**src/pkg/cbs_cfg.svh**
```systemverilog
// register map, field positions, reset values and timing figures of the balancing sequencer
// assumes inclusion by the sequencer, the property module and the bench
`ifndef CBS_CFG_SVH
`define CBS_CFG_SVH

`define CBS_OFF_CONFIG 8'h00
`define CBS_OFF_THRESH 8'h04
`define CBS_OFF_DEGLITCH 8'h08
`define CBS_OFF_CONTROL 8'h0c
`define CBS_OFF_STATUS 8'h10
`define CBS_OFF_FINISHED 8'h14
`define CBS_OFF_SWITCH 8'h18
`define CBS_OFF_TIMER0 8'h20
`define CBS_OFF_TIMER5 8'h34

`define CBS_CFG_ORDER_LSB 0
`define CBS_CFG_DUTY_LSB 2
`define CBS_CFG_DUTY_UNIT 5
`define CBS_CFG_HALT 6
`define CBS_THR_ENABLE 0
`define CBS_THR_VALUE_LSB 1
`define CBS_CTL_LAUNCH 0
`define CBS_CTL_HOLD 1
`define CBS_STA_RUNNING 0
`define CBS_STA_HOLD 1
`define CBS_STA_DONE 2
`define CBS_FIN_ABORT 6
`define CBS_TMR_UNIT 7

`define CBS_RST_CONFIG 8'h00
`define CBS_RST_THRESH 8'h00
`define CBS_RST_DEGLITCH 8'h01
`define CBS_RST_TIMER 8'h00

`define CBS_ODD_BANK 6'h15
`define CBS_EVEN_BANK 6'h2a
`define CBS_RESP_OKAY 2'b00
`define CBS_RESP_SLVERR 2'b10

`define CBS_CLK_HZ 50000000
`define CBS_SLOT_US 1000
`define CBS_SEC_PER_MIN 60

`endif

```
**src/pkg/cbs_pkg.sv**
```systemverilog
// types shared by the balancing sequencer modules
// assumes the constants header sits beside it
package cbs_pkg;
  typedef enum {cbs_idle, cbs_run, cbs_fin} cbs_state_t;
  typedef enum logic [1:0] {
    cbs_odd_only = 2'h0,
    cbs_even_only = 2'h1,
    cbs_odd_even = 2'h2,
    cbs_even_odd = 2'h3
  } cbs_order_t;
endpackage

```
**src/cbs_timer.sv**
```systemverilog
// loadable down counter in whole time units
// assumes the caller supplies one run pulse per elapsed unit
`timescale 1ns/100ps
module cbs_timer import cbs_pkg::*; #(
  parameter int W = 7
) (
  input wire logic aclk,
  input wire logic aresetn,
  input wire logic load,
  input wire logic [W-1:0] load_val,
  input wire logic run,
  output logic expired
);
  logic [W-1:0] cnt;

  always_ff @(posedge aclk) begin
    if (!aresetn) begin
      cnt <= '0;
    end else if (load) begin
      cnt <= load_val;
    end else if (run && cnt != '0) begin
      cnt <= cnt - 1'b1;
    end
  end

  assign expired = (cnt == '0);
endmodule

```
**src/cbs_deglitch.sv**
```systemverilog
// up/down deglitch counter for one cell's finish comparator result
// assumes one sample pulse per visit of the round-robin comparator
`timescale 1ns/100ps
module cbs_deglitch import cbs_pkg::*; #(
  parameter int W = 4
) (
  input wire logic aclk,
  input wire logic aresetn,
  input wire logic clear,
  input wire logic sample,
  input wire logic tripped,
  input wire logic [W-1:0] limit,
  output logic hit
);
  logic [W-1:0] cnt;

  always_ff @(posedge aclk) begin
    if (!aresetn || clear) begin
      cnt <= '0;
    end else if (sample) begin
      if (tripped && cnt < limit) begin
        cnt <= cnt + 1'b1;
      end else if (!tripped && cnt != '0) begin
        cnt <= cnt - 1'b1;
      end
    end
  end

  assign hit = sample && tripped && ({1'b0, cnt} + 1'b1 >= {1'b0, limit});
endmodule

```
**src/cbs_sequencer.sv**
```systemverilog
// autonomous six-cell passive balancing sequencer with an axi4-lite register slave
// assumes synchronous inputs, an unmasked fault level and a finish comparator on the selected cell
`timescale 1ns/100ps
`include "cbs_cfg.svh"

module cbs_sequencer import cbs_pkg::*; #(
  parameter int SEC_CYCLES = `CBS_CLK_HZ,
  parameter int SLOT_CYCLES = `CBS_SLOT_US * (`CBS_CLK_HZ / 1000000)
) (
  input wire logic aclk,
  input wire logic aresetn,
  input wire logic [7:0] awaddr,
  input wire logic awvalid,
  output logic awready,
  input wire logic [31:0] wdata,
  input wire logic [3:0] wstrb,
  input wire logic wvalid,
  output logic wready,
  output logic [1:0] bresp,
  output logic bvalid,
  input wire logic bready,
  input wire logic [7:0] araddr,
  input wire logic arvalid,
  output logic arready,
  output logic [31:0] rdata,
  output logic [1:0] rresp,
  output logic rvalid,
  input wire logic rready,
  input wire logic unmasked_fault,
  input wire logic finish_comparator,
  output logic [5:0] switch_en,
  output logic [2:0] comp_cell_sel,
  output logic comp_enable,
  output logic [6:0] finish_voltage_threshold,
  output logic window_monitor_pause
);
  if (SEC_CYCLES < 2 || SLOT_CYCLES < 1) begin : g_bad_param
    $error("cbs_sequencer: timing parameters too small");
  end

  function automatic logic is_timer(input logic [7:0] a);
    return a >= `CBS_OFF_TIMER0 && a <= `CBS_OFF_TIMER5 && a[1:0] == 2'h0;
  endfunction

  function automatic logic [5:0] bank_mask(input logic even);
    return even ? `CBS_EVEN_BANK : `CBS_ODD_BANK;
  endfunction

  function automatic logic [2:0] next_cell(input logic [2:0] cur, input logic [5:0] on);
    logic [2:0] n;
    logic [2:0] res;
    n = cur;
    res = cur;
    for (int k = 0; k < 6; k++) begin
      n = (n == 3'h5) ? 3'h0 : n + 3'h1;
      if (on[n] && res == cur) begin
        res = n;
      end
    end
    return res;
  endfunction

  ////////////////////////////////////////////////////////////////////////////////
  // axi4-lite slave
  logic aw_held;
  logic w_held;
  logic [7:0] wr_addr;
  logic [31:0] wr_data;
  logic [3:0] wr_strb;
  logic wr_go;
  logic wr_en;
  logic wr_map;
  logic [31:0] rd_mux;
  logic rd_map;

  assign wr_go = aw_held && w_held && !bvalid;
  assign wr_en = wr_go && wr_strb[0];
  assign wr_map = wr_addr == `CBS_OFF_CONFIG || wr_addr == `CBS_OFF_THRESH || wr_addr == `CBS_OFF_DEGLITCH ||
    wr_addr == `CBS_OFF_CONTROL || wr_addr == `CBS_OFF_STATUS || wr_addr == `CBS_OFF_FINISHED ||
    wr_addr == `CBS_OFF_SWITCH || is_timer(wr_addr);

  always_ff @(posedge aclk) begin
    if (!aresetn) begin
      awready <= 1'b0;
      aw_held <= 1'b0;
      wr_addr <= 8'h00;
    end else if (awvalid && awready) begin
      awready <= 1'b0;
      aw_held <= 1'b1;
      wr_addr <= awaddr;
    end else if (bvalid && bready) begin
      awready <= 1'b1;
      aw_held <= 1'b0;
    end else if (!aw_held) begin
      awready <= 1'b1;
    end
  end

  always_ff @(posedge aclk) begin
    if (!aresetn) begin
      wready <= 1'b0;
      w_held <= 1'b0;
      wr_data <= 32'h0;
      wr_strb <= 4'h0;
    end else if (wvalid && wready) begin
      wready <= 1'b0;
      w_held <= 1'b1;
      wr_data <= wdata;
      wr_strb <= wstrb;
    end else if (bvalid && bready) begin
      wready <= 1'b1;
      w_held <= 1'b0;
    end else if (!w_held) begin
      wready <= 1'b1;
    end
  end

  always_ff @(posedge aclk) begin
    if (!aresetn) begin
      bvalid <= 1'b0;
      bresp <= `CBS_RESP_OKAY;
    end else if (wr_go) begin
      bvalid <= 1'b1;
      bresp <= wr_map ? `CBS_RESP_OKAY : `CBS_RESP_SLVERR;
    end else if (bready) begin
      bvalid <= 1'b0;
    end
  end

  always_ff @(posedge aclk) begin
    if (!aresetn) begin
      arready <= 1'b0;
      rvalid <= 1'b0;
      rdata <= 32'h0;
      rresp <= `CBS_RESP_OKAY;
    end else if (arvalid && arready) begin
      arready <= 1'b0;
      rvalid <= 1'b1;
      rdata <= rd_map ? rd_mux : 32'h0;
      rresp <= rd_map ? `CBS_RESP_OKAY : `CBS_RESP_SLVERR;
    end else if (rvalid && rready) begin
      rvalid <= 1'b0;
      arready <= 1'b1;
    end else if (!rvalid) begin
      arready <= 1'b1;
    end
  end

  ////////////////////////////////////////////////////////////////////////////////
  // software registers
  logic [7:0] config_reg;
  logic [7:0] thresh_reg;
  logic [3:0] deglitch_reg;
  logic hold;
  logic [7:0] timer_reg [6];
  logic launch;
  cbs_state_t state;
  logic [5:0] flags;
  logic abort;

  assign launch = wr_en && wr_addr == `CBS_OFF_CONTROL && wr_data[`CBS_CTL_LAUNCH];

  always_ff @(posedge aclk) begin
    if (!aresetn) begin
      config_reg <= `CBS_RST_CONFIG;
      deglitch_reg <= 4'(`CBS_RST_DEGLITCH);
      hold <= 1'b0;
    end else if (wr_en) begin
      if (wr_addr == `CBS_OFF_CONFIG) begin
        config_reg <= wr_data[7:0];
      end
      if (wr_addr == `CBS_OFF_DEGLITCH) begin
        deglitch_reg <= wr_data[3:0];
      end
      if (wr_addr == `CBS_OFF_CONTROL) begin
        hold <= wr_data[`CBS_CTL_HOLD];
      end
    end
  end

  always_ff @(posedge aclk) begin
    if (!aresetn) begin
      thresh_reg <= `CBS_RST_THRESH;
    end else if (wr_en && wr_addr == `CBS_OFF_THRESH && state != cbs_run) begin
      thresh_reg <= wr_data[7:0];
    end
  end

  for (genvar g = 0; g < 6; g++) begin : g_treg
    always_ff @(posedge aclk) begin
      if (!aresetn) begin
        timer_reg[g] <= `CBS_RST_TIMER;
      end else if (wr_en && wr_addr == `CBS_OFF_TIMER0 + 8'(4 * g)) begin
        timer_reg[g] <= wr_data[7:0];
      end
    end
  end

  always_comb begin
    rd_map = 1'b1;
    rd_mux = 32'h0;
    case (araddr)
      `CBS_OFF_CONFIG: rd_mux = {24'h0, config_reg};
      `CBS_OFF_THRESH: rd_mux = {24'h0, thresh_reg};
      `CBS_OFF_DEGLITCH: rd_mux = {28'h0, deglitch_reg};
      `CBS_OFF_CONTROL: rd_mux = {30'h0, hold, 1'b0};
      `CBS_OFF_STATUS: rd_mux = {29'h0, state == cbs_fin, state == cbs_run && hold, state == cbs_run};
      `CBS_OFF_FINISHED: rd_mux = {25'h0, abort, flags};
      `CBS_OFF_SWITCH: rd_mux = {26'h0, switch_en};
      default: begin
        if (is_timer(araddr)) begin
          rd_mux = {24'h0, timer_reg[3'(araddr[4:2])]};
        end else begin
          rd_map = 1'b0;
        end
      end
    endcase
  end

  ////////////////////////////////////////////////////////////////////////////////
  // launch capture
  cbs_order_t c_order;
  logic [2:0] c_duty;
  logic c_duty_unit;
  logic c_cell_unit;
  logic c_halt;
  logic c_comp_en;
  logic [3:0] c_dg;
  logic [5:0] sched;
  logic [5:0] next_sched;
  logic [5:0] zero_mask;

  always_comb begin
    case (cbs_order_t'(config_reg[`CBS_CFG_ORDER_LSB +: 2]))
      cbs_odd_only: next_sched = `CBS_ODD_BANK;
      cbs_even_only: next_sched = `CBS_EVEN_BANK;
      default: next_sched = 6'h3f;
    endcase
    for (int k = 0; k < 6; k++) begin
      zero_mask[k] = timer_reg[k][6:0] == 7'h00;
    end
  end

  always_ff @(posedge aclk) begin
    if (!aresetn) begin
      c_order <= cbs_odd_only;
      c_duty <= 3'h0;
      c_duty_unit <= 1'b0;
      c_cell_unit <= 1'b0;
      c_halt <= 1'b0;
      c_comp_en <= 1'b0;
      c_dg <= 4'h0;
      sched <= 6'h00;
      finish_voltage_threshold <= 7'h00;
    end else if (launch) begin
      c_order <= cbs_order_t'(config_reg[`CBS_CFG_ORDER_LSB +: 2]);
      c_duty <= config_reg[`CBS_CFG_DUTY_LSB +: 3];
      c_duty_unit <= config_reg[`CBS_CFG_DUTY_UNIT];
      c_cell_unit <= timer_reg[0][`CBS_TMR_UNIT];
      c_halt <= config_reg[`CBS_CFG_HALT];
      c_comp_en <= thresh_reg[`CBS_THR_ENABLE];
      c_dg <= deglitch_reg;
      sched <= next_sched & ~zero_mask;
      finish_voltage_threshold <= thresh_reg[`CBS_THR_VALUE_LSB +: 7];
    end
  end

  ////////////////////////////////////////////////////////////////////////////////
  // time base and timers
  logic [$clog2(SEC_CYCLES)-1:0] sec_cnt;
  logic [5:0] min_cnt;
  logic sec_tick;
  logic min_tick;
  logic duty_on;
  logic duty_exp;
  logic duty_load;
  logic active;
  logic [5:0] tmr_exp;
  logic [5:0] dg_hit;
  logic [5:0] dg_sample;

  assign active = state == cbs_run && !hold;
  assign duty_on = c_duty != 3'h0 && (c_order == cbs_odd_even || c_order == cbs_even_odd);

  always_ff @(posedge aclk) begin
    if (!aresetn) begin
      sec_cnt <= '0;
      min_cnt <= 6'h00;
      sec_tick <= 1'b0;
      min_tick <= 1'b0;
    end else begin
      sec_tick <= sec_cnt == $bits(sec_cnt)'(SEC_CYCLES - 1);
      min_tick <= sec_cnt == $bits(sec_cnt)'(SEC_CYCLES - 1) && min_cnt == 6'(`CBS_SEC_PER_MIN - 1);
      if (sec_cnt == $bits(sec_cnt)'(SEC_CYCLES - 1)) begin
        sec_cnt <= '0;
        min_cnt <= (min_cnt == 6'(`CBS_SEC_PER_MIN - 1)) ? 6'h00 : min_cnt + 6'h01;
      end else begin
        sec_cnt <= sec_cnt + 1'b1;
      end
    end
  end

  for (genvar g = 0; g < 6; g++) begin : g_cell
    cbs_timer #(.W(7)) u_tmr (
      .aclk(aclk),
      .aresetn(aresetn),
      .load(launch),
      .load_val(timer_reg[g][6:0]),
      .run(switch_en[g] && (c_cell_unit ? min_tick : sec_tick)),
      .expired(tmr_exp[g])
    );
    cbs_deglitch #(.W(4)) u_dg (
      .aclk(aclk),
      .aresetn(aresetn),
      .clear(launch),
      .sample(dg_sample[g]),
      .tripped(finish_comparator),
      .limit(c_dg),
      .hit(dg_hit[g])
    );
  end

  cbs_timer #(.W(3)) u_duty (
    .aclk(aclk),
    .aresetn(aresetn),
    .load(duty_load),
    .load_val(launch ? config_reg[`CBS_CFG_DUTY_LSB +: 3] : c_duty),
    .run(active && (c_duty_unit ? min_tick : sec_tick)),
    .expired(duty_exp)
  );

  ////////////////////////////////////////////////////////////////////////////////
  // round-robin finish comparator
  logic [$clog2(SLOT_CYCLES + 1)-1:0] slot_cnt;
  logic slot_end;

  assign slot_end = slot_cnt == $bits(slot_cnt)'(SLOT_CYCLES - 1);
  assign dg_sample = (comp_enable && slot_end) ? (switch_en & (6'h01 << comp_cell_sel)) : 6'h00;

  always_ff @(posedge aclk) begin
    if (!aresetn) begin
      slot_cnt <= '0;
      comp_cell_sel <= 3'h0;
      comp_enable <= 1'b0;
      window_monitor_pause <= 1'b0;
    end else begin
      comp_enable <= active && c_comp_en && switch_en != 6'h00;
      window_monitor_pause <= state == cbs_run && c_comp_en;
      if (!comp_enable || slot_end) begin
        slot_cnt <= '0;
      end else begin
        slot_cnt <= slot_cnt + 1'b1;
      end
      if (!comp_enable || slot_end) begin
        comp_cell_sel <= next_cell(comp_cell_sel, switch_en);
      end
    end
  end

  ////////////////////////////////////////////////////////////////////////////////
  // sequencer
  logic bank;
  logic [5:0] cell_end;
  logic [5:0] next_flags;
  logic fin_cur;
  logic fin_other;
  logic halt_now;

  assign cell_end = switch_en & (tmr_exp | dg_hit);
  assign next_flags = flags | cell_end;
  assign fin_cur = (bank_mask(bank) & sched & ~next_flags) == 6'h00;
  assign fin_other = (bank_mask(~bank) & sched & ~next_flags) == 6'h00;
  assign halt_now = unmasked_fault && c_halt;
  assign duty_load = launch || (active && !halt_now && !fin_cur && duty_on && duty_exp && !fin_other);

  always_ff @(posedge aclk) begin
    if (!aresetn) begin
      state <= cbs_idle;
      flags <= 6'h00;
      abort <= 1'b0;
      bank <= 1'b0;
    end else if (launch) begin
      state <= cbs_run;
      flags <= next_sched & zero_mask;
      abort <= 1'b0;
      bank <= config_reg[`CBS_CFG_ORDER_LSB];
    end else if (wr_en && wr_addr == `CBS_OFF_FINISHED && state != cbs_run) begin
      flags <= wr_data[5:0];
      abort <= wr_data[`CBS_FIN_ABORT];
    end else if (active) begin
      if (halt_now) begin
        state <= cbs_fin;
        abort <= 1'b1;
      end else begin
        flags <= next_flags;
        if (fin_cur && fin_other) begin
          state <= cbs_fin;
        end else if (fin_cur) begin
          bank <= ~bank;
        end else if (duty_on && duty_exp && !fin_other) begin
          bank <= ~bank;
        end
      end
    end
  end

  always_ff @(posedge aclk) begin
    if (!aresetn) begin
      switch_en <= 6'h00;
    end else if (active && !halt_now) begin
      switch_en <= bank_mask(bank) & sched & ~next_flags;
    end else begin
      switch_en <= 6'h00;
    end
  end
endmodule

```
**config.mk**
```make
export PLATFORM = sky130hd
export DESIGN_NAME = cbs_sequencer
export DESIGN_NICKNAME = d
export VERILOG_FILES = /design/src/pkg/cbs_pkg.sv /design/src/cbs_timer.sv /design/src/cbs_deglitch.sv /design/src/cbs_sequencer.sv
export VERILOG_INCLUDE_DIRS = /design/src /design/src/pkg
export SDC_FILE = /design/constraint.sdc
export NUM_CORES = 1
export LEC_CHECK = 0
export BUFFER_PORTS_ARGS = -buffer_cell sky130_fd_sc_hd__buf_2
export CAP_MARGIN = 40
export CORE_MARGIN = 2
export CORE_UTILIZATION = 25
export CTS_CLUSTER_DIAMETER = 40
export DETAILED_ROUTE_END_ITERATION = 12
export GPL_TIMING_DRIVEN = 1
export PLACE_DENSITY = 0.39
export SYNTH_ARGS = -nofsm -noshare
export SYNTH_HDL_FRONTEND = slang
export SYNTH_SLANG_ARGS = --single-unit
export TNS_END_PERCENT = 50
```
**constraint.sdc**
```tcl
create_clock -name aclk -period 4.28 [get_ports aclk]
set_input_delay 1.07 -clock aclk [delete_from_list [all_inputs] [get_ports aclk]]
set_output_delay 1.07 -clock aclk [all_outputs]
set_load 0.01 [all_outputs]
```
Yosys cells after proc, flatten, opt, wreduce, memory -nomap -nowiden
Memories as Yosys holds them, arrays and structs flattened.
Cells that the tools add are included.
- add/sub/neg operators: 34
- $lt $le $gt $ge: 22
- equal/unequal tests: 45
- shift-type cells: 1
- multiplexer cells: 132
- bitwise operators: 21
- reductions and logical operators: 184
- operators by type and width (kind ; number):
    2-to-1 mux 32 bit ; 3
    logical AND 1 bit ; 84
    logical NOT 7 bit ; 12
    2-to-1 mux 7 bit ; 12
    2-to-1 mux 3 bit ; 25
    2-to-1 mux 8 bit ; 7
    case mux 8 bit (7 select lines) ; 1
    2-to-1 mux 1 bit ; 55
    bitwise AND 6 bit ; 8
    equality test 8 x 5 -> 1 bit (second input constant) ; 6
    equality test 8 x 6 -> 1 bit (second input constant) ; 6
    2-to-1 mux 4 bit ; 12
    2-to-1 mux 6 bit ; 8
    nonzero test 2 bit ; 21
    nonzero test 7 bit ; 6
    subtractor 7 x 1 -> 7 bit (second input constant) ; 6
    equality test 32 x 2 -> 1 bit (second input constant) ; 1
    equality test 32 x 3 -> 1 bit (second input constant) ; 1
    equality test 8 x 4 -> 1 bit (second input constant) ; 4
    != test 32 x 2 -> 1 bit (second input constant) ; 1
    adder 4 x 1 -> 5 bit (second input constant) ; 6
    greater-or-equal comparator 5 x 4 -> 1 bit ; 6
    adder 26 x 1 -> 26 bit (second input constant) ; 1
    equality test 26 bit (second input constant) ; 1
    41 further kinds ; 146
- register bits after elaboration: 277
- memory bits (writable): 48
- input port bits: 61
- logic and storage cells: 493
- memories kept: 1
- memories (memory ; words ; bits a word ; rd ports ; clocked after Yosys merged registers in ; wr ports ; RTL line ; source):
    timer_reg ; 6 ; 8 ; 7 ; 0 ; 6 ; cbs_sequencer.sv:155 ; logic [7:0] timer_reg [6];

Longest topological paths before layout
Gate-level depths: netlist of run 1.
- depth in word-level cells: 30
- depth in mapped cells: 22
- mapped depth without buffers: 19

Cells and area by module
Synthesis of run 1 repeated with hierarchy kept, for this count alone.
- cells, all modules: 1807
- area total of the unflattened synthesis: 16001.6 um^2
- by module, submodules not included (module ; instances ; cells each ; area an instance (um^2) ; sequential area each (um^2)):
    cbs_sequencer ; 1 ; 1144 ; 10163.5 ; 4464.3
    cbs_deglitch ; 6 ; 60 ; 523.0 ; 80.1
    cbs_timer (g_cell[0].u_tmr ...) ; 6 ; 47 ; 419.2 ; 140.1
    cbs_timer (u_duty) ; 1 ; 21 ; 185.2 ; 60.1

Least setup slack after synthesis of run 1
OpenSTA, ideal clock, no wires.
- path kind: reg-to-reg
- start point: register comp_cell_sel[2]
- end point: register comp_cell_sel[1]
- setup time: 124 ps
- data arrival time: 3886 ps
- required time: 4156 ps
- path slack: 270 ps
- stages on the path, launching flop included: 22
- buffers on the path: 3
- period minus slack after synthesis: 4010 ps
- cell sequence: dfxtp_1 > buf_2 > inv_2 > ha_1 > buf_4 > buf_2 > nand2_1 > nand2_1 > nand2_1 > o21ai_0 > ha_1 > nor4bb_1 > a221oi_2 > nand2_1 > nand2_1 > a21oi_1 > nor4_1 > mux2_2 > o21ai_1 > nor3b_1 > a221oi_1 > a21oi_1
- word-level cells in the longest chain between the ends: 30
- RTL lines (item ; RTL line ; source):
    start, declared ; cbs_sequencer.sv:32 ; output logic [2:0] comp_cell_sel,
    start signal, assigned ; cbs_sequencer.sv:355 ; comp_cell_sel <= next_cell(comp_cell_sel, switch_en);
    adder 3 x 1 -> 3 bit or equality test 3 bit (tied branches) ; cbs_sequencer.sv:55 ; n = (n == 3'h5) ? 3'h0 : n + 3'h1;
    2-to-1 mux 3 bit ; cbs_sequencer.sv:55 ;
    binary-select mux 1 bit (select 3 bit) ; cbs_sequencer.sv:56 ; if (on[n] && res == cur) begin
    2-to-1 mux 1 bit (not written as such) ; cbs_sequencer.sv:56 ;
    2-to-1 mux 3 bit ; cbs_sequencer.sv:56 ;
    2-to-1 mux 3 bit ; cbs_sequencer.sv:354 ; if (!comp_enable || slot_end) begin
    2-to-1 mux 3 bit ; cbs_sequencer.sv:341 ; if (!aresetn) begin
    equality test 3 bit ; cbs_sequencer.sv:56 ;
    [... 14 more ...] ; n/a ;
    equality test 3 bit ; cbs_sequencer.sv:56 ;
    logical AND 1 bit ; cbs_sequencer.sv:56 ;
    2-to-1 mux 3 bit ; cbs_sequencer.sv:56 ;
    2-to-1 mux 3 bit ; cbs_sequencer.sv:354 ;
    2-to-1 mux 3 bit ; cbs_sequencer.sv:341 ;
    equality test 3 bit ; cbs_sequencer.sv:56 ;
    logical AND 1 bit ; cbs_sequencer.sv:56 ;
    2-to-1 mux 3 bit (*) ; cbs_sequencer.sv:56 ;
Every way passes the cells marked *; elsewhere a longest branch is shown, timed or not. The select of a mux whose other input is x is not followed.
A chain may end at the register's enable or synchronous reset.

Worst setup path in the final report of run 1
- start point: register comp_cell_sel[1]
- end point: register comp_cell_sel[1]
The elaborated chain is that of the path after synthesis.

==> results of run 1 <==
cells in the mapped netlist, types with 20 or more instances:
| master | instances |
|---|---|
| a21oi_1 | 107 |
| ha_1 | 87 |
| xnor2_1 | 52 |
| dfxtp_1 | 220 |
| nor2_1 | 217 |
| buf_4 | 29 |
| clkbuf_1 | 63 |
| xor2_1 | 57 |
| inv_1 | 49 |
| edfxtp_1 | 48 |
| and2_1 | 58 |
| o21ai_0 | 68 |
| nand3_1 | 51 |
| nand2_1 | 200 |
| nor3_1 | 27 |
| mux2i_1 | 46 |
| nor2b_1 | 20 |
| a211oi_1 | 49 |
area by class of cell:
class | instances | share of cell area (%)
Clock buffer | 57 | 7.218
Clock inverter | 37 | 2.941
Inverter | 54 | 1.129
Multi-Input combinational cell | 1334 | 47.66
Sequential cell | 268 | 32.18
Tap cell | 782 | 5.386
Timing Repair Buffer | 106 | 3.492
kinds of logic (layout without fill, tap and decap cells):
kind of cell,after synthesis,in the layout,share of synthesized area (%)
adders and majority gates,93,93,7.997
buffers and inverters,159,254,4.876
xor gates and xnor gates,109,109,6.316
DFF,268,268,38.68
muxes,66,66,5.257
other,1,26,0.02481
AOI/OAI and AO/OA,348,348,15.13
and+or+nand+nor,692,692,21.72
metrics by stage:
step / setup slack (ns) / hold slack [ns] / TNS [ns] / cell area, sq um / total power [mW]
after floorplan: 0.2696 / 0.4176 / 0 / 15210 / 3.874
after global placement: 0.2278 / 0.4345 / 0 / 16260 / 4.260
after detailed placement: 0.2118 / 0.4395 / 0 / 16300 / 4.258
after CTS: 0.1904 / 0.4515 / 0 / 18140 / 8.676
after global routing: -0.009307 / 0.4767 / -0.009307 / 18170 / 8.988
final: 0.2580 / 0.4443 / 0 / 18170 / 8.598
where the power goes:
| group | total [mW] | switching [mW] | internal, mW | leakage (nW) |
|---|---|---|---|---|
| Clock | 4.35 | 1.50 | 2.84 | 0.892 |
| Sequential | 2.66 | 0.0479 | 2.61 | 2.27 |
| Combinational | 1.59 | 0.997 | 0.595 | 3.91 |
routing by layer:
metal / up-vias / routed length (microns) / GRT usage (%)
li1: 6219 / - / -
met4: 0 / 876 / 3.787
met1: 5866 / 22250 / 19.95
met2: 222 / 21190 / 23.77
met5: - / 0 / 0
met3: 72 / 1844 / 2.837
placed cells by master (no fill, tap or decap), drive strengths merged, types with 14 or more instances in the layout:
master	n
a211oi	51
a21oi	108
and2	59
and3	18
buf	105
clkbuf	57
clkinv	14
conb	26
dfxtp	220
edfxtp	48
ha	87
inv	62
mux2i	46
nand2	200
nand2b	17
nand3	51
nor2	217
nor2b	20
nor3	27
nor4	14
o211ai	18
o21ai	76
xnor2	52
xor2	57
how the worst min path moves through the flow:
| stage | startpoint | to | slack [ns] | cells past startpoint |
|---|---|---|---|---|
| 2_1_floorplan | slot_cnt[0]$_SDFF_PP0_ | slot_cnt[0]$_SDFF_PP0_ | 0.42 | 1 |
| 6_report | slot_cnt[0]$_SDFF_PP0_ | slot_cnt[0]$_SDFF_PP0_ | 0.44 | 1 |
| 3_3_place_gp | slot_cnt[0]$_SDFF_PP0_ | slot_cnt[0]$_SDFF_PP0_ | 0.43 | 1 |
| 5_1_grt | slot_cnt[0]$_SDFF_PP0_ | slot_cnt[0]$_SDFF_PP0_ | 0.48 | 1 |
| 4_1_cts | slot_cnt[0]$_SDFF_PP0_ | slot_cnt[0]$_SDFF_PP0_ | 0.45 | 1 |
| 3_5_place_dp | slot_cnt[0]$_SDFF_PP0_ | slot_cnt[0]$_SDFF_PP0_ | 0.44 | 1 |
what timing repair did:
action | in CTS | in global routing
gates resized for setup | 0 | 6
setup endpoints to repair | 0 | 3
buffers inserted | 0 | 0
critical path: cells and delay by family (launching register included):
family          cells  cell delay [ns]
mux                 1             0.40
simple gates        9             1.37
flops               1             0.30
compound gates      6             1.07
fa+ha+maj           2             0.78
==> impl_metrics.json, run 1 <==
{
  "grt_overflow": 0,
  "drcViolationCount": 0,
  "yosysUniqueCellTypes": 85,
  "core-area_sq_mm": 0.06002,
  "synth_top_cell_by_area": "dfxtp_1",
  "path_max_fanout": 7,
  "grt_pass1_vias": 12170,
  "cts_num_sinks": 268,
  "synth_edf_count": 48,
  "ant_nets": 0,
  "post-route-util_pct": 30.27,
  "place.gp.congestion": 0.8177,
  "die_w_microns": 249.9,
  "fp-row-count": 90,
  "cp_cell_sequence": "and2_1 > ha_2 > nand2_1 > nand2_1 > nand2_1 > o21ai_0 > ha_2 > nor4bb_2 > a221oi_2 > nand2_1 > nand2_1 > a21oi_1 > nor4_1 > mux2_2 > o21ai_1 > nor3b_1 > a221oi_1 > a21oi_1",
  "path_clk_slew_ns": 0.05,
  "yosysWarningCount": 0,
  "startpoint": "comp_cell_sel[1]$_SDFFE_PN0P_",
  "period_needed_ns": 4.022,
  "fin_cells": 2638,
  "reg2reg_depth": 18,
  "root_buffer": "clkbuf_16",
  "fp.dieH_microns": 249.9,
  "dr.pass1.iters": 5,
  "nNetsFinal": 1968,
  "layout_worst_path_cycle_share_pct": 93.97,
  "wirelength_microns": 46160,
  "endpoint": "comp_cell_sel[1]$_SDFFE_PN0P_",
  "ys_seq_area_share_pct": 38.68,
  "htree_num_levels": 2,
  "antenna_cells": 0,
  "cp_slowest_cell": "nor4_1",
  "synth_top_area_share_pct": 29.14,
  "drv_slew": 0,
  "worstMarginPinSlew_ns": 0.8344,
  "regArea_sq_mm": 0.005846,
  "cts-hold-fix-buffers": 0,
  "ir_worst_vdd_mv": 0.2604,
  "detail_route.wl_per_cell_microns": 17.50,
  "via_per_inst": 4.693,
  "p_per_area_mw_per_mm2": 473.3,
  "cts_buffers": 50,
  "critical_path_class": "reg -> reg",
  "n_fill_cell": 6294,
  "place_inst": 2544,
  "setup_viol": 0,
  "p_leak_nw": 7.076,
  "cts_tree": "yes",
  "required_ns": 4.74,
  "status": "finished clean",
  "area.growth.synth_to_final_pct": 20.20,
  "synthCells": 1736,
  "largest_reg_flops": 48,
  "place.port_buffers": 66,
  "drtIter0Drc": 763,
  "dieArea_sq_mm": 0.06244,
  "startpoint_type": "flop",
  "antenna_found_initial": 1,
  "worstReg2RegStart": "comp_cell_sel[1]$_SDFFE_PN0P_",
  "io_pins": 120,
  "cp_common_cell": "nand2_1",
  "critical_path.max_stage_delay_ns": 0.51,
  "vias": 12380,
  "grtUsageTotal_pct": 14.68,
  "finalHoldViolCount": 0,
  "hp-class": "reg -> reg",
  "drive_above_1_share_pct": 13.36,
  "synth_area_leaders": "dfxtp_1 (29%), edfxtp_1 (9.5%), ha_1 (7.2%), nor2_1 (5.4%), nand2_1 (5.0%)",
  "fmax_mhz": 248.6,
  "synth_area_sq_mm": 0.01511,
  "ys_ff_latch": 268,
  "start_util_pct": 25.18,
  "async_flop_share_pct": 0,
  "worstSetupEndpointType": "flop",
  "worstSkewPairLatency_ns": 0.60,
  "grt_start_max_net_pins": 58,
  "cp.arrival_ns": 4.49,
  "reg2reg_to": "comp_cell_sel[1]$_SDFFE_PN0P_",
  "clockBufferDepth": 3,
  "max-cap-violations": 0,
  "multiInputGateArea_sq_mm": 0.008658,
  "synth.avg_cell_area_sq_um": 8.707,
  "finClkSkew_ns": 0.03374,
  "place_hpwl_microns": 32750,
  "r2r_slack_ns": 0.26,
  "synthFlopType": "dfxtp_1",
  "timing.slew.headroom_pct": 43.95,
  "grt_pass1_wl_microns": 71870
}
(Power assumes the default switching activity.)
==> run 2: changes to the inputs <==
--- a/config.mk
+++ b/config.mk
@@ -8,12 +8,15 @@
 export LEC_CHECK = 0
 export BUFFER_PORTS_ARGS = -buffer_cell sky130_fd_sc_hd__buf_2
 export CAP_MARGIN = 40
+export CORE_ASPECT_RATIO = 1.75
 export CORE_MARGIN = 2
 export CORE_UTILIZATION = 25
 export CTS_CLUSTER_DIAMETER = 40
 export DETAILED_ROUTE_END_ITERATION = 12
 export GPL_TIMING_DRIVEN = 1
+export MAX_ROUTING_LAYER = met4
 export PLACE_DENSITY = 0.39
+export RECOVER_POWER = 25
 export SYNTH_ARGS = -nofsm -noshare
 export SYNTH_HDL_FRONTEND = slang
 export SYNTH_SLANG_ARGS = --single-unit
==> run 2 against run 1 <==
The run now ends with max-capacitance violations, max-slew violations left; non-clock buffer count grew 3; power down 8.3%; wire length rose by 3.8%; largest power group unchanged; register-to-register slack improved by 0.06 ns; clock skew increased by 0.0031 ns; critical path depth rose by 1; critical path type unchanged; setup slack better by 0.060 ns; maximum frequency grew 1.5%; utilization shrank 0.64 points; critical endpoint unchanged; hold slack better by 0.0012 ns; count of clock-buffer cells in the layout is 1 lower; sequential power about the same.
==> impl_metrics.json, run 2 (synthesized netlist as in run 1, its figures left out) <==
{
  "status": "finished with violations",
  "violations": "max-capacitance violations, max-slew violations",
  "antenna_found_initial": 0,
  "clockBufferDepth": 3,
  "cts_tree": "yes",
  "vias": 12500,
  "final_cell_mix": "dfxtp_1 (220), nor2_1 (217), nand2_1 (199)",
  "place.port_buffers": 66,
  "endpoint": "comp_cell_sel[1]$_SDFFE_PN0P_",
  "grt_overflow": 0,
  "hp-class": "reg -> reg",
  "drtIter0Drc": 564,
  "via_per_inst": 4.760,
  "post_cts_buffers": 0,
  "startpoint_type": "flop",
  "drv_slew": 81,
  "ant_nets": 0,
  "detail_route.wl_per_cell_microns": 18.24,
  "timing.slew.headroom_pct": -25.72,
  "tns_ns": 0,
  "fp-row-count": 119,
  "cts_buffers": 43,
  "cts_num_sinks": 268,
  "largest_reg_flops": 48,
  "period_needed_ns": 3.962,
  "worstSkewPairLatency_ns": 0.55,
  "place_inst": 2551,
  "finalHoldViolCount": 0,
  "path_max_fanout": 5,
  "rsz0062_at_grt": "no",
  "stdcell_area_sq_mm": 0.01778,
  "grt_pass1_vias": 12830,
  "htree_num_levels": 2,
  "place_hpwl_microns": 35720,
  "pre_cts_slack_ns": 0.2747,
  "n_fill_cell": 6386,
  "core-area_sq_mm": 0.06000,
  "nNetsFinal": 1964,
  "grt_pass1_wl_microns": 74500,
  "cts-hold-fix-buffers": 0,
  "cp.arrival_ns": 4.38,
  "path_clk_slew_ns": 0.05,
  "io_pins": 120,
  "die_w_microns": 189.9,
  "placed_cell_area_sq_mm": 0.01632,
  "worstSetupEndpointType": "flop",
  "place.gp.congestion": 0.8262,
  "antenna_cells": 0,
  "max-cap-violations": 2,
  "wirelength_microns": 47900,
  "fin_cells": 2626,
  "r2r_slack_ns": 0.32,
  "p_per_area_mw_per_mm2": 443.7,
  "finClkSkew_ns": 0.03686,
  "required_ns": 4.70,
  "mostFrequentLayoutCell": "dfxtp_1",
  "drcViolationCount": 0,
  "finalPower_mw": 7.887,
  "root_buffer": "clkbuf_16",
  "dieArea_sq_mm": 0.06252,
  "grtUsageTotal_pct": 15.88,
  "startpoint": "comp_cell_sel[1]$_SDFFE_PN0P_",
  "reg2reg_depth": 19,
  "ir_worst_vdd_mv": 0.2459,
  "worstMarginPinSlew_ns": 1.876,
  "area.growth.synth_to_final_pct": 17.61,
  "finalWorstSetupSlack_ns": 0.3183,
  "p_leak_nw": 6.856,
  "fmax_mhz": 252.4,
  "fp.dieH_microns": 329.3,
  "reg2reg_to": "comp_cell_sel[1]$_SDFFE_PN0P_",
  "layout_worst_path_cycle_share_pct": 92.56,
  "worstReg2RegStart": "comp_cell_sel[1]$_SDFFE_PN0P_",
  "grt_start_max_net_pins": 72,
  "critical_path_class": "reg -> reg",
  "drive_above_1_share_pct": 11.90,
  "dr.pass1.iters": 6,
  "start_util_pct": 25.19,
  "setup_viol": 0
}
-- run 2: critical path, stage by stage, from the launching register on --
cell      delay, ns
dfxtp_1        0.30
and2_2         0.25
ha_1           0.37
nand2_1        0.14
nand2_1        0.12
nand2_1        0.06
o21ai_1        0.18
inv_1          0.11
ha_1           0.24
nor4bb_2       0.36
a221oi_2       0.10
and2_1         0.23
nor2_1         0.14
o31a_1         0.22
mux2i_1        0.09
mux2_2         0.28
o21ai_1        0.11
nor3b_1        0.09
a221oi_1       0.34
a21oi_1        0.11
-- run 2: how the worst min path moves through the flow --
stage / depth (start not counted) / slack, ns / endpoint / startpoint
after global placement: 1 / 0.43 / slot_cnt[0]$_SDFF_PP0_ / slot_cnt[0]$_SDFF_PP0_
final: 1 / 0.45 / slot_cnt[0]$_SDFF_PP0_ / slot_cnt[0]$_SDFF_PP0_
after global routing: 1 / 0.47 / slot_cnt[0]$_SDFF_PP0_ / slot_cnt[0]$_SDFF_PP0_
after CTS: 1 / 0.45 / slot_cnt[0]$_SDFF_PP0_ / slot_cnt[0]$_SDFF_PP0_
after detailed placement: 1 / 0.44 / slot_cnt[0]$_SDFF_PP0_ / slot_cnt[0]$_SDFF_PP0_
after floorplan: 1 / 0.42 / slot_cnt[0]$_SDFF_PP0_ / slot_cnt[0]$_SDFF_PP0_
-- run 2: per-layer routing --
metal | wire length, microns | track usage [%] | vias to the layer above
met5 | 0 | - | -
met4 | 2337 | 7.904 | 0
met3 | 1377 | 1.939 | 90
met2 | 26390 | 30.52 | 230
met1 | 17800 | 15.46 | 5975
li1 | - | - | 6205
-- run 2: power breakdown --
part,leakage [nW],internal [mW],switching (mW)
clock network,0.692,2.28,1.28
logic,3.89,0.617,1.05
registers,2.27,2.61,0.0471
-- run 2: what timing repair did --
| item | in CTS | in global routing |
|---|---|---|
| setup endpoints to repair | 0 | 2 |
| endpoints found under the hold margin | 0 | 0 |
| gates resized for setup | 0 | 8 |
-- run 2: area by class of cell --
cell class	instances	area [sq um]	share of cell area, %
multi-input cells	1334	8665	48.74
flip-flops and latches	268	5846	32.89
clock buffers	56	1165	6.553
well taps	786	983.4	5.532
repair buffers	109	633.1	3.562
clock inverters	19	280.3	1.577
inverters	54	203.9	1.147
-- run 2: stage by stage --
| step | utilization [%] | hold slack [ns] |
|---|---|---|
| after floorplan | - | 0.4176 |
| after global placement | 27.11 | 0.4342 |
| after detailed placement | 27.20 | 0.4400 |
| after CTS | 29.61 | 0.4488 |
| after global routing | 29.62 | 0.4706 |
| final | 29.62 | 0.4455 |
==> run 3: changes to the inputs <==
--- a/config.mk
+++ b/config.mk
@@ -11,11 +11,11 @@
 export CORE_ASPECT_RATIO = 1.75
 export CORE_MARGIN = 2
 export CORE_UTILIZATION = 25
+export CTS_BUF_LIST = sky130_fd_sc_hd__clkbuf_2
 export CTS_CLUSTER_DIAMETER = 40
 export DETAILED_ROUTE_END_ITERATION = 12
 export GPL_TIMING_DRIVEN = 1
 export MAX_ROUTING_LAYER = met4
-export PLACE_DENSITY = 0.39
 export RECOVER_POWER = 25
 export SYNTH_ARGS = -nofsm -noshare
 export SYNTH_HDL_FRONTEND = slang
==> run 3 against run 2 <==
Global-route usage decreased by 2.0 points; die area unchanged; maximum frequency rose by 0.68%; sequential share of layout area rose by 1.9 points; critical endpoint is now comp_cell_sel[2]$_SDFFE_PN0P_; final cell count up 0.76%; highest routed layer unchanged; critical path type unchanged; wire length shrank 12%; largest cell class unchanged; count of clock-buffer cells in the layout increased by 26; design area is 5.6% lower; the run still ends with max-capacitance violations, max-slew violations left; clock skew increased by 0.013 ns; sequential power barely moved; setup slack better by 0.027 ns.
==> impl_metrics.json, run 3 (synthesized netlist as in run 1, its figures left out) <==
{
  "pre_cts_slack_ns": 0.2672,
  "area.growth.synth_to_final_pct": 11.07,
  "fp-row-count": 119,
  "drv_slew": 45,
  "finalHoldViolCount": 0,
  "required_ns": 5.13,
  "endpoint": "comp_cell_sel[2]$_SDFFE_PN0P_",
  "dr.pass1.iters": 5,
  "ant_nets": 0,
  "grtUsageTotal_pct": 13.90,
  "grt_overflow": 0,
  "die_w_microns": 189.9,
  "largest_reg_flops": 48,
  "htree_num_levels": 2,
  "path_max_fanout": 5,
  "finClkSkew_ns": 0.05021,
  "reg2reg_to": "comp_cell_sel[2]$_SDFFE_PN0P_",
  "max-cap-violations": 1,
  "drcViolationCount": 0,
  "reg2reg_depth": 19,
  "startpoint_type": "flop",
  "p_per_area_mw_per_mm2": 347.0,
  "cts-hold-fix-buffers": 0,
  "timing.slew.headroom_pct": -17.24,
  "place.port_buffers": 66,
  "fmax_mhz": 254.1,
  "status": "finished with violations",
  "cts_tree": "yes",
  "cts_num_sinks": 268,
  "setup_viol": 0,
  "regArea_sq_mm": 0.005846,
  "final_cell_mix": "dfxtp_1 (220), nor2_1 (217), nand2_1 (199)",
  "post-route-util_pct": 27.98,
  "n_fill_cell": 6441,
  "p_leak_nw": 6.536,
  "fp.dieH_microns": 329.3,
  "stdcell_area_sq_mm": 0.01679,
  "finalWorstSetupSlack_ns": 0.3449,
  "vias": 12720,
  "drtIter0Drc": 688,
  "via_per_inst": 4.806,
  "period_needed_ns": 3.935,
  "worstMarginPinSlew_ns": 1.749,
  "place_inst": 2546,
  "grt_pass1_wl_microns": 67010,
  "cts_buffers": 58,
  "path_clk_slew_ns": 0.12,
  "root_buffer": "clkbuf_2",
  "wirelength_microns": 42320,
  "fin_cells": 2646,
  "grt_pass1_vias": 12760,
  "start_util_pct": 25.19,
  "nNetsFinal": 1974,
  "antenna_found_initial": 2,
  "place_hpwl_microns": 32040,
  "detail_route.wl_per_cell_microns": 15.99,
  "core-area_sq_mm": 0.06000,
  "violations": "max-capacitance violations, max-slew violations",
  "dieArea_sq_mm": 0.06252,
  "worstReg2RegStart": "comp_cell_sel[1]$_SDFFE_PN0P_",
  "placed_cell_area_sq_mm": 0.01627,
  "grt_start_max_net_pins": 85,
  "place.gp.congestion": 0.9198,
  "r2r_slack_ns": 0.34,
  "mostFrequentLayoutCell": "dfxtp_1",
  "multiInputGateArea_sq_mm": 0.008665,
  "hp-class": "in -> reg",
  "cp.arrival_ns": 4.78,
  "ir_worst_vdd_mv": 0.2133,
  "drive_above_1_share_pct": 12.81,
  "worstSkewPairLatency_ns": 0.97,
  "critical_path_class": "reg -> reg",
  "startpoint": "comp_cell_sel[1]$_SDFFE_PN0P_",
  "io_pins": 120,
  "clockBufferDepth": 3,
  "layout_worst_path_cycle_share_pct": 91.94,
  "worstSetupEndpointType": "flop"
}
-- run 3: worst max-delay path: stages, from the launching register on --
cell and delay (ns):
dfxtp_1 0.33, and2_1 0.21, ha_1 0.39, nand2_1 0.11, nand2_1 0.11, nand2_1 0.05
o21ai_0 0.21, inv_1 0.13, ha_1 0.24, nor4bb_2 0.33, a221oi_2 0.11, and2_1 0.24
nor2_1 0.15, o31a_1 0.23, mux2i_1 0.19, mux2_2 0.16, o21ai_1 0.08, nor3b_1 0.27
and3_1 0.22, nor3b_2 0.05
-- run 3: cell type report --
| cell class | count | area share [%] |
|---|---|---|
| flip-flops and latches | 268 | 34.82 |
| repair buffers | 104 | 3.481 |
| diodes | 2 | 0.02981 |
| clock inverters | 16 | 0.5366 |
| multi-input cells | 1334 | 51.61 |
| well taps | 786 | 5.858 |
| inverters | 54 | 1.215 |
| clock buffers | 82 | 2.445 |
-- run 3: routing by layer --
metal | global-route usage (%) | vias up | share of wire (%)
met5 | - | - | 0
met1 | 13.10 | 5952 | 37
li1 | - | 6244 | -
met3 | 2.450 | 153 | 4.6
met2 | 25.73 | 367 | 52
met4 | 8.898 | 0 | 6.7
-- run 3: stage by stage --
step / total power [mW] / TNS [ns] / hold WS, ns
floorplan: 3.874 / 0 / 0.4176
global placement: 4.212 / 0 / 0.4290
detailed placement: 4.231 / 0 / 0.4442
CTS: 5.855 / 0 / 0.2301
global route: 6.158 / -0.002496 / 0.2921
finish: 5.826 / 0 / 0.3374
-- run 3: report_power, final --
group / total, mW / switching [mW] / internal [mW]
Combinational: 1.59 / 0.997 / 0.592
Sequential: 2.65 / 0.0473 / 2.61
Clock: 1.58 / 1.01 / 0.573
Total: 5.83 / 2.05 / 3.77
-- run 3: what timing repair did --
item                                    in CTS  in global routing
endpoints found under the setup margin       0                  2
gates resized for setup                      0                  7
setup buffers                                0                  0
-- run 3: how the worst min path moves through the flow --
stage | from | to | depth (start not counted) | slack, ns
2_1_floorplan | slot_cnt[0]$_SDFF_PP0_ | slot_cnt[0]$_SDFF_PP0_ | 1 | 0.42
3_3_place_gp | slot_cnt[0]$_SDFF_PP0_ | slot_cnt[0]$_SDFF_PP0_ | 1 | 0.43
3_5_place_dp | rdata[7]$_SDFFE_PN0P_ | rdata[7]$_SDFFE_PN0P_ | 2 | 0.44
4_1_cts | wdata[4] | wr_data[4]$_SDFFE_PN0P_ | 3 | 0.23
5_1_grt | wdata[1] | wr_data[1]$_SDFFE_PN0P_ | 3 | 0.29
6_report | wdata[4] | wr_data[4]$_SDFFE_PN0P_ | 3 | 0.34
